File: config.mk
export PLATFORM = sky130hd
export DESIGN_NAME = sch_handoff
export DESIGN_NICKNAME = d
export VERILOG_FILES = /design/src/verilog/sch_pkg.sv /design/src/verilog/sch_handoff.sv
export VERILOG_INCLUDE_DIRS = /design/src /design/src/verilog
export SDC_FILE = /design/constraint.sdc
export NUM_CORES = 1
export LEC_CHECK = 0
export ABC_AREA = 0
export BUFFER_PORTS_ARGS = -buffer_cell sky130_fd_sc_hd__buf_2
export CAP_MARGIN = 5
export CORE_AREA = 2 2 39 41
export CTS_BUF_LIST = sky130_fd_sc_hd__clkbuf_4
export DETAILED_ROUTE_END_ITERATION = 12
export DIE_AREA = 0 0 41 43
export PLACE_DENSITY_LB_ADDON = 0.3
export SYNTH_ARGS = -nofsm -noshare
export SYNTH_HDL_FRONTEND = slang
export SYNTH_SLANG_ARGS = --single-unit
File: constraint.sdc
create_clock -name clock -period 1.7 [get_ports clock]
set_input_delay 0.085 -clock clock [delete_from_list [all_inputs] [get_ports clock]]
set_output_delay 0.085 -clock clock [all_outputs]
set_load 0.005 [all_outputs]
File: src/verilog/sch_consts.svh
// Operation
// - Hold selected core inputs deasserted before hand-off.
// - After hand-off, pass user inputs through.
// - Answer unhandled requests with Unsupported Request beforehand.
// - After hand-off, forward such requests to user.
// - Hand-off indicator low until second stage loaded.
// - End-of-startup output mirrors startup indication.
// - Drive configuration-port request output.
// - Accept release-request input from outside.
// - Reset output tracks core reset, user clock.
// - Supply clock output for interfacing logic.
// - Link-up output high while link established.
// - Request raised, granted, release asked, request dropped.
// - Hand-off low isolates core, returns Unsupported Request.
// - Startup output low, high, high across stages.
`ifndef SCH_CONSTS_SVH
`define SCH_CONSTS_SVH
`define SCH_CTRL_W 4
`define SCH_CTRL_IDLE 4'h0
`define SCH_RST_VAL 1'b1
`define SCH_SYNC_BITS 3
`define SCH_PIN_EOS 0
`define SCH_PIN_DONE 1
`define SCH_PIN_LNK 2
`endif

File: src/verilog/sch_pkg.sv
`default_nettype none
`include "sch_consts.svh"
package sch_pkg;
	typedef struct packed {
		logic [`SCH_CTRL_W-1:0] ctrl;
	} sch_ctrl_t;
	typedef struct packed {
		logic valid;
		logic unhandled;
	} sch_req_t;
	typedef struct packed {
		logic fwd;
		logic ur;
	} sch_resp_t;
	typedef enum logic [1:0] {
		SCH_IDLE = 2'b00,
		SCH_REQ = 2'b01,
		SCH_OWN = 2'b11,
		SCH_DROP = 2'b10
	} sch_arb_t;
endpackage : sch_pkg
`default_nettype wire

File: src/verilog/sch_handoff.sv
`timescale 1ns/1ps
`default_nettype none
`include "sch_consts.svh"
module sch_handoff (
	input wire logic clock,
	input wire logic rst,
	input wire logic eos_in,
	input wire logic stage2_done,
	input wire logic link_up_in,
	input wire logic cfg_want,
	input wire logic cap_grant,
	input wire logic cap_release,
	input wire sch_pkg::sch_ctrl_t user_ctrl,
	input wire sch_pkg::sch_req_t rx_req,
	output logic user_clk,
	output logic user_reset,
	output logic user_link_up,
	output logic design_switch,
	output logic eos_out,
	output logic cap_request,
	output sch_pkg::sch_ctrl_t core_ctrl,
	output sch_pkg::sch_resp_t rx_resp
);
	import sch_pkg::*;

	// The three slow pins arrive from outside the clock domain.
	// Each of them passes two flip-flops before any logic reads it.
	// Only the second stage of each synchroniser is read by the logic below.
	logic [`SCH_SYNC_BITS-1:0] pin_raw;
	logic [`SCH_SYNC_BITS-1:0] pin_meta;
	logic [`SCH_SYNC_BITS-1:0] pin_sync;
	logic eos_s;
	logic done_s;
	logic lnk_s;

	// Next values of the status group.
	logic next_user_reset;
	logic next_user_link_up;
	logic next_design_switch;
	logic next_eos_out;

	// Next values of the core input multiplexer and the request response.
	sch_ctrl_t next_core_ctrl;
	sch_resp_t next_rx_resp;

	// Next values of the configuration port arbitration.
	sch_arb_t arb;
	sch_arb_t next_arb;
	logic next_cap_request;

	// The user clock is the block clock itself, so interfacing logic shares this domain.
	assign user_clk = clock;

	assign pin_raw[`SCH_PIN_EOS] = eos_in;
	assign pin_raw[`SCH_PIN_DONE] = stage2_done;
	assign pin_raw[`SCH_PIN_LNK] = link_up_in;

	for (genvar i = 0; i < `SCH_SYNC_BITS; i++) begin : g_sync
		always_ff @(posedge clock) begin
			pin_meta[i] <= pin_raw[i];
			pin_sync[i] <= pin_meta[i];
		end
	end

	assign eos_s = pin_sync[`SCH_PIN_EOS];
	assign done_s = pin_sync[`SCH_PIN_DONE];
	assign lnk_s = pin_sync[`SCH_PIN_LNK];

	// Status group.
	// The hand-off flag is sticky: once both the load-complete and the startup
	// indications are seen it stays high until the next reset.
	// Requiring both keeps a stray load-complete pulse before startup from
	// releasing the multiplexers too early.
	always_comb begin
		next_user_reset = 1'b0;
		next_user_link_up = lnk_s;
		next_eos_out = eos_s;
		next_design_switch = design_switch | (done_s & eos_s);
		if (rst) begin
			next_user_reset = `SCH_RST_VAL;
			next_user_link_up = 1'b0;
			next_eos_out = 1'b0;
			next_design_switch = 1'b0;
		end
	end

	always_ff @(posedge clock) begin
		user_reset <= next_user_reset;
		user_link_up <= next_user_link_up;
		eos_out <= next_eos_out;
		design_switch <= next_design_switch;
	end

	// Multiplexer and response group.
	// Until hand-off the core sees its inputs at the idle value, so glitches from
	// absent user logic cannot reach it.
	// Unhandled requests are answered with Unsupported Request before hand-off
	// and forwarded to user logic after it; the two answers never coincide.
	always_comb begin
		next_core_ctrl = design_switch ? user_ctrl : '{ctrl: `SCH_CTRL_IDLE};
		next_rx_resp.ur = rx_req.valid & rx_req.unhandled & ~design_switch;
		next_rx_resp.fwd = rx_req.valid & rx_req.unhandled & design_switch;
		if (rst) begin
			next_core_ctrl = '{ctrl: `SCH_CTRL_IDLE};
			next_rx_resp = '0;
		end
	end

	always_ff @(posedge clock) begin
		core_ctrl <= next_core_ctrl;
		rx_resp <= next_rx_resp;
	end

	// Arbitration group.
	// A release asked for before hand-off is ignored, so the media port keeps the
	// configuration logic until the second stage is in place.
	// The drop state lasts one cycle so that the request is seen low by the
	// outside arbiter before a new request can be raised.
	always_comb begin
		next_arb = arb;
		next_cap_request = cap_request;
		unique case (arb)
			SCH_IDLE: begin
				if (cfg_want) begin
					next_arb = SCH_REQ;
					next_cap_request = 1'b1;
				end
			end
			SCH_REQ: begin
				if (cap_grant) begin
					next_arb = SCH_OWN;
				end else if (!cfg_want) begin
					next_arb = SCH_DROP;
					next_cap_request = 1'b0;
				end
			end
			SCH_OWN: begin
				if ((cap_release && design_switch) || !cfg_want) begin
					next_arb = SCH_DROP;
					next_cap_request = 1'b0;
				end
			end
			SCH_DROP: begin
				next_arb = SCH_IDLE;
				next_cap_request = 1'b0;
			end
		endcase
		if (rst) begin
			next_arb = SCH_IDLE;
			next_cap_request = 1'b0;
		end
	end

	always_ff @(posedge clock) begin
		arb <= next_arb;
		cap_request <= next_cap_request;
	end

	AST_MUX_HOLD: assert property (@(posedge clock) disable iff (rst)
		!$past(design_switch) |-> core_ctrl.ctrl == `SCH_CTRL_IDLE) else $error("core inputs not held");
	AST_MUX_PASS: assert property (@(posedge clock) disable iff (rst)
		$past(design_switch) |-> core_ctrl == $past(user_ctrl)) else $error("user inputs not passed");
	AST_UR: assert property (@(posedge clock) disable iff (rst)
		rx_req.valid && rx_req.unhandled && !design_switch |=> rx_resp.ur && !rx_resp.fwd) else $error("no UR");
	AST_FWD: assert property (@(posedge clock) disable iff (rst)
		rx_req.valid && rx_req.unhandled && design_switch |=> rx_resp.fwd && !rx_resp.ur) else $error("no fwd");
	AST_SWITCH_STICKY: assert property (@(posedge clock) disable iff (rst)
		design_switch |=> design_switch) else $error("switch dropped");
	AST_EOS: assert property (@(posedge clock) disable iff (rst)
		$rose(eos_in) ##1 eos_in[*2] |=> eos_out) else $error("eos not mirrored");
	AST_REQ: assert property (@(posedge clock) disable iff (rst)
		arb == SCH_IDLE && cfg_want |=> cap_request) else $error("no request");
	AST_REL: assert property (@(posedge clock) disable iff (rst)
		arb == SCH_OWN && cap_release && design_switch |=> !cap_request ##1 arb == SCH_IDLE) else $error("no release");
	AST_RST: assert property (@(posedge clock) rst |=> user_reset) else $error("reset not shown");
	AST_LNK: assert property (@(posedge clock) disable iff (rst)
		!link_up_in[*3] |=> !user_link_up) else $error("link up stuck");

	// Response pulses must each trace back to a request of the right phase.
	AST_UR_SRC: assert property (@(posedge clock) disable iff (rst)
		rx_resp.ur |-> $past(rx_req.valid && rx_req.unhandled && !design_switch)) else $error("stray UR");
	AST_FWD_SRC: assert property (@(posedge clock) disable iff (rst)
		rx_resp.fwd |-> $past(rx_req.valid && rx_req.unhandled && design_switch)) else $error("stray fwd");
	AST_RESP_EXCL: assert property (@(posedge clock) disable iff (rst)
		!(rx_resp.fwd && rx_resp.ur)) else $error("fwd and UR together");

	// The hand-off flag may only rise once both synchronised indications are high.
	AST_SWITCH_RISE: assert property (@(posedge clock) disable iff (rst)
		$rose(design_switch) |-> $past(done_s && eos_s)) else $error("early switch");
	AST_RST_CLR: assert property (@(posedge clock)
		rst |=> !design_switch && !cap_request) else $error("reset left state");
	AST_RST_LOW: assert property (@(posedge clock)
		!rst |=> !user_reset) else $error("reset output stuck");

	// Startup and link pass-throughs follow their pins in both directions.
	AST_EOS_LOW: assert property (@(posedge clock) disable iff (rst)
		!eos_in[*3] |=> !eos_out) else $error("eos stuck high");
	AST_LNK_UP: assert property (@(posedge clock) disable iff (rst)
		$rose(link_up_in) ##1 link_up_in[*2] |=> user_link_up) else $error("link up missed");

	// Arbitration: the request holds while owned before hand-off and drops cleanly.
	AST_REQ_HOLD: assert property (@(posedge clock) disable iff (rst)
		arb == SCH_OWN && !design_switch && cfg_want |=> cap_request) else $error("request lost");
	AST_DROP_LOW: assert property (@(posedge clock) disable iff (rst)
		arb == SCH_DROP |-> !cap_request) else $error("request high in drop");
	AST_WANT_DROP: assert property (@(posedge clock) disable iff (rst)
		arb == SCH_REQ && !cap_grant && !cfg_want |=> !cap_request) else $error("request not withdrawn");
endmodule : sch_handoff
`default_nettype wire

# ---- Yosys cells after proc, flatten, opt, wreduce, memory -nomap -nowiden
# Index checks and enable logic that the tools add are counted.
dict set report word_totals {
  regBits 19
  word_cells 47
}
dict set report classes {
  n_eq_ne 8
  mux 11
  bitwise_logic 6
  reduce_logical 7
}
# cell n
set ops {}
lappend ops {{two-way mux 2 bit} 4}
lappend ops {{inequality test 2 bit (second input constant)} 4}
lappend ops {{one-hot mux 2 bit (4 select lines)} 1}
lappend ops {{two-way mux 1 bit} 5}
lappend ops {{bitwise AND 1 bit} 4}
lappend ops {{== test 2 bit (second input constant)} 2}
lappend ops {{one-hot mux 1 bit (4 select lines)} 1}
lappend ops {{AND reduction 4 bit} 1}
lappend ops {{inequality test 3 bit (second input constant)} 1}
lappend ops {{AND reduction 3 bit} 1}
lappend ops {{== test 2 x 1 -> 1 bit (second input constant)} 1}
lappend ops {{logical NOT 2 bit} 1}
lappend ops {{OR reduction 2 bit} 1}
lappend ops {{logical AND 1 bit} 1}
lappend ops {{logical NOT 1 bit} 1}
lappend ops {{logical OR 1 bit} 1}
lappend ops {{NOT 1 bit} 1}
lappend ops {{bitwise OR 1 bit} 1}

# ---- Depth between registers and ports, before layout
# Gate-level depths: netlist of the first run.
dict set report logic_depth {
  ltp_word 4
  ltp_mapped 3
  ltp_nobuf 3
}

==> impl_metrics.yaml, run 1 <==
detailed_routing:
  drtIter0Drc: 2
  drcViolationCount: 0
  via_per_inst: 4.444
  vias: 440
  ant_nets: 0
  detail_route.first_pass.iterations: 4
  wl_per_cell_um: 10.67
  route.final.wire_length_mm: 1.056
logic_synthesis:
  ys_seq_area_share_pct: 72.73
  syn_inst: 42
  syn_nets: 56
  synth_warnings: 0
  syn_area_um2: 523.0
  syn_avg_cell_area_um2: 12.45
  synth_cell_types: 14
  ys_seq_elements: 19
power_and_ir_drop:
  seqPwrFrac_pct: 53.1
  internal-power_mw: 0.7120
  vdd_ir_drop_max_mv: 0.5928
  power.density_nw_per_um2: 1106
  power_frac_comb_pct: 7.7
  leakagePower_nw: 0.3877
  clkPwrFrac_pct: 39.2
  netSwitchingPower_mw: 0.1875
  switching_share_pct: 20.85
finish:
  finalInstanceArea_um2: 813.3
  antennaDiodeCount: 0
  area_delta_synth_final_pct: 55.50
  fill_cells: 118
  layout.nets: 98
  layout-drive-gt1-share_pct: 39.76
grt:
  grt_pass1_vias: 424
  grt_util_all_layers_pct: 16.63
  grt_pass1_wl_mm: 1.738
  grt_max_degree: 11
  grt_overflow: 0
  antenna_found_initial: 0
floorplan:
  dieArea_um2: 1763
  start_util_pct: 37.79
  die_h_um: 43
  core_um2: 1384
  std_cell_rows: 14
  die_w_um: 41
  io_pins: 26
sta:
  slew_headroom_pct: 82.47
  slew_viol_final: 0
  finalSetupTns_ns: 0
  hold_viol_final: 0
  fin_skew_ns: 0.007583
  rsz0062_at_grt: "false"
  tightest_slew_ns: 0.2624
  setup_viol_count_final: 0
place:
  dpl-instance-area_um2: 660.6
  port-buffer-count: 25
  dpl.hpwl_um: 662.3
  gp_congestion: 0.5753
worst_setup_path:
  critPathRequiredTime_ns: 1.62
  cp-end-kind: "primary output"
  worst_ep_arrival_time_ns: 1.19
  start_kind: "clock port"
  cp_max_fo: 2
  critical_path_class: "clk2out"
clock_network:
  cts_resized: 0
  cts_setup_buffers: 0
  insertion_delay_ns: 0.39
  path_clk_slew_ns: 0.09
  cts_tree: "built"
  hold_buffers: 10
worst_hold_path:
  min-delay-path-class: "in2reg"
run:
  maxCapViolCount: 0
outcome:
  run_status: "completed"
## cell type report
cell class	instances	area, um2	area share (%)
clock buffer	8	57.56	7.077
sequential	19	380.4	46.77
multi-input combinational	22	135.1	16.62
timing repair buffer	34	220.2	27.08
tap	16	20.02	2.462
## layer usage
metal	track usage [%]	up-vias	wire length (um)	share of wire (%)
met4	18.00	0	37	3.5
met3	10.99	5	69	6.5
li1	-	221	-	-
met2	19.38	17	508	48
met5	0	-	0	0
met1	17.94	197	441	42
## through the flow
step / instances / utilization [%] / worst slack [ns] / total power, mW / hold slack, ns
2_1_floorplan: 42 / - / 0.6543 / 0.5446 / 0.1127
4_1_cts: 99 / 58.77 / 0.4065 / 0.9174 / 0.02188
3_5_place_dp: 82 / 47.74 / 0.6629 / 0.5655 / 0.1679
3_3_place_gp: 82 / 47.74 / 0.6629 / 0.5631 / 0.1679
6_report: 99 / 58.77 / 0.4211 / 0.8996 / 0.03454
5_1_grt: 99 / 58.77 / 0.3992 / 0.9615 / 0.03412
## worst max-delay path, cell delays in order
cell,delay (ns)
clkbuf_4,0.11
clkbuf_4,0.12
buf_2,0.12
## kinds of logic after synthesis
kind of cell	count (synthesis)	share of synthesized area, %
AOI/OAI and AO/OA	6	8.132
buffers and inverters	1	1.436
DFF	19	72.73
and+or+nand+nor	16	17.70
## state kept, by name, indices dropped and copies added, names as in the netlist
register,flops
user_reset,1
eos_s,1
done_s,1
cap_request,1
rx_resp,2
lnk_s,1
eos_out,1
arb,2
core_ctrl,4
user_link_up,1
pin_meta,3
design_switch,1
## placed cells by master (no fill, tap or decap)
cell type	instances
buf_2	25
dfxtp_1	19
dlygate4sd3_1	10
clkbuf_4	7
nor2b_1	4
and2_1	4
a21oi_1	3
nand2_1	2
nor3b_1	2
nor3_1	1
nand3_1	1
o21ai_0	1
o21bai_1	1
a221oi_2	1
or2_1	1
nor2_1	1
## cells in the mapped netlist, drive strengths merged
cell / instances / area share, %
nand3: 1 / 0.96
o21ai: 1 / 0.96
nor3b: 2 / 2.9
or2: 1 / 1.2
nand2: 2 / 1.4
nor3: 1 / 0.96
a221oi: 1 / 2.9
a21oi: 3 / 2.9
buf: 1 / 1.4
nor2: 1 / 0.72
and2: 4 / 4.8
nor2b: 4 / 4.8
dfxtp: 19 / 73
o21bai: 1 / 1.4
## power by group through the flow
| stage | combinational (mW) | clock [mW] | sequential, mW |
|---|---|---|---|
| after floorplan | 0.0187 | 0.0381 | 0.488 |
| after global placement | 0.0508 | 0.0256 | 0.487 |
| after detailed placement | 0.0519 | 0.0256 | 0.488 |
| after CTS | 0.0694 | 0.370 | 0.478 |
| after global routing | 0.0780 | 0.404 | 0.480 |
| final | 0.0697 | 0.352 | 0.478 |
## path summary, 6_finish.rpt
kind            startpoint     endpoint  slack [ns]  depth (start not counted)
min            cap_release  cap_request        0.03                          4
max                  clock     user_clk        0.42                          3
max reg2reg  design_switch   rx_resp[1]        0.79                          2
min reg2reg    pin_meta[0]        eos_s        0.34                          0
Power figures use the tool's default switching activity.
==> run 2: changes to the inputs <==
CORE_AREA = not set   (was 2 2 39 41)
CORE_UTILIZATION = 40   (was not set)
DIE_AREA = not set   (was 0 0 41 43)
clock period = 1.1 ns   (was 1.7 ns; I/O delays follow)
==> impl_metrics.yaml, run 2 (synthesized netlist as in run 1, its figures left out) <==
power_and_ir_drop:
  vdd_ir_drop_max_mv: 1.210
  power_mw: 1.386
  power.density_nw_per_um2: 1674
  leakagePower_nw: 0.3968
finish:
  multi_input_area_um2: 135.1
  layout.nets: 100
  area_delta_synth_final_pct: 58.37
  postLayoutCoreUtil_pct: 71.65
  layout-drive-gt1-share_pct: 38.82
  final_cell_mix: "buf_2, dfxtp_1, dlygate4sd3_1"
  seq_area_um2: 380.4
  largest_register_ffs: 4
  largest-register: "core_ctrl"
  fill_cells: 89
  mostFrequentLayoutCell: "buf_2"
  reg.largest.list: "core_ctrl x4, pin_meta x3"
  antennaDiodeCount: 0
worst_setup_path:
  cpMaxStageDelayCell: "dfxtp_1"
  crit_family: "flip-flops"
  cp_cell_sequence: "buf_2"
  max_stage_delay_ns: 0.40
  cp-end-kind: "primary output"
  worst_ep_arrival_time_ns: 0.94
  start_kind: "flip-flop"
  critical_path_class: "reg2out"
  r2r_end: "cap_request"
  critical_path_buf_inv_count: 1
  critPathRequiredTime_ns: 1.04
  reg2regPathDepth: 3
  cp_max_fo: 5
  rr_startpoint: "design_switch"
  reg2reg_setup_slack_ns: 0.21
sta:
  hold_viol_final: 0
  setup_viol_count_final: 0
  max_freq_ghz: 1.008
  slew_viol_final: 0
  period_needed_ns: 0.9917
  tightest_slew_ns: 0.2372
  slew_headroom_pct: 84.16
  fin_skew_ns: 0.002702
  period_share_pct: 90.16
  finalSetupTns_ns: 0
  rsz0062_at_grt: "false"
  hold_ws_ns: 0.03439
detailed_routing:
  drtIter0Drc: 1
  wl_per_cell_um: 12.02
  ant_nets: 0
  route.final.wire_length_mm: 1.190
  detail_route.first_pass.iterations: 4
  drcViolationCount: 0
  vias: 447
  via_per_inst: 4.515
outcome:
  run_status: "completed"
clock_network:
  cts_tree: "built"
  cts_resized: 0
  cts_setup_buffers: 0
  insertion_delay_ns: 0.40
  path_clk_slew_ns: 0.10
floorplan:
  dieArea_um2: 1456
  die_h_um: 38.16
  io_pins: 26
  core_um2: 1156
  die_w_um: 38.16
  std_cell_rows: 12
  start_util_pct: 45.24
grt:
  grt_util_all_layers_pct: 20.52
  antenna_found_initial: 0
  grt_max_degree: 12
  grt_overflow: 0
  grt_pass1_wl_mm: 1.814
  grt_pass1_vias: 449
run:
  maxCapViolCount: 0
worst_hold_path:
  hold_depth: 3
  min-delay-path-class: "in2reg"
  hold_path_end: "arb[1]"
  hp-start: "cap_grant"
place:
  port-buffer-count: 25
  gp_congestion: 0.6556
  dpl.hpwl_um: 626.1
[run 2: cell count changes in the layout (fill, tap and decap cells not counted), sizes merged]
cell         delta
clkbuf          -1
dlygate4sd3     +2
clkinv          +1
[run 2: area by class of cell]
type	instances	area share, %
clock buffers	7	6.042
well taps	14	2.115
multi-input cells	22	16.31
repair buffers	36	29.00
clock inverters	1	0.6042
flip-flops and latches	19	45.92
[run 2: how the worst max path moves through the flow]
stage	startpoint	endpoint	slack [ns]	cells after the start
floorplan	design_switch	cap_request	0.28	3
global placement	design_switch	cap_request	0.23	3
detailed placement	design_switch	cap_request	0.21	3
CTS	rx_req[0]	rx_resp[0]	0.04	5
global route	design_switch	design_switch	0.01	1
finish	design_switch	design_switch	0.11	1
[run 2: repair_timing]
action                                 4_1_cts  5_1_grt
setup endpoints to repair                    0        2
endpoints found under the hold margin       16        2
hold buffers                                12        1
[run 2: metrics by stage]
step,instance area (um2),instances,setup WS (ns)
2_1_floorplan,523.0,42,0.2752
3_3_place_gp,658.1,80,0.2331
3_5_place_dp,658.1,80,0.2143
4_1_cts,828.3,99,0.04202
5_1_grt,828.3,99,0.01415
6_report,828.3,99,0.1083
[run 2: power breakdown]
group / switching, mW / leakage, nW / total [mW] / internal, mW
clock network: 0.255 / 0.0354 / 0.534 / 0.279
logic: 0.0413 / 0.204 / 0.115 / 0.0737
registers: 0.0151 / 0.158 / 0.737 / 0.722
[run 2: worst register-to-register path, delay by kind of cell (launching register included)]
family / cells / cell delay, ns
flip-flops: 1 / 0.35
AO/OA/AOI/OAI: 1 / 0.27
AND/OR/NAND/NOR: 2 / 0.20
[run 2: routing by layer]
metal	wire length, um	GRT usage [%]	up-vias
li1	-	-	225
met1	434	17.52	205
met2	694	35.59	17
met3	61	12.21	0
met4	0	12.50	0
met5	0	0	-
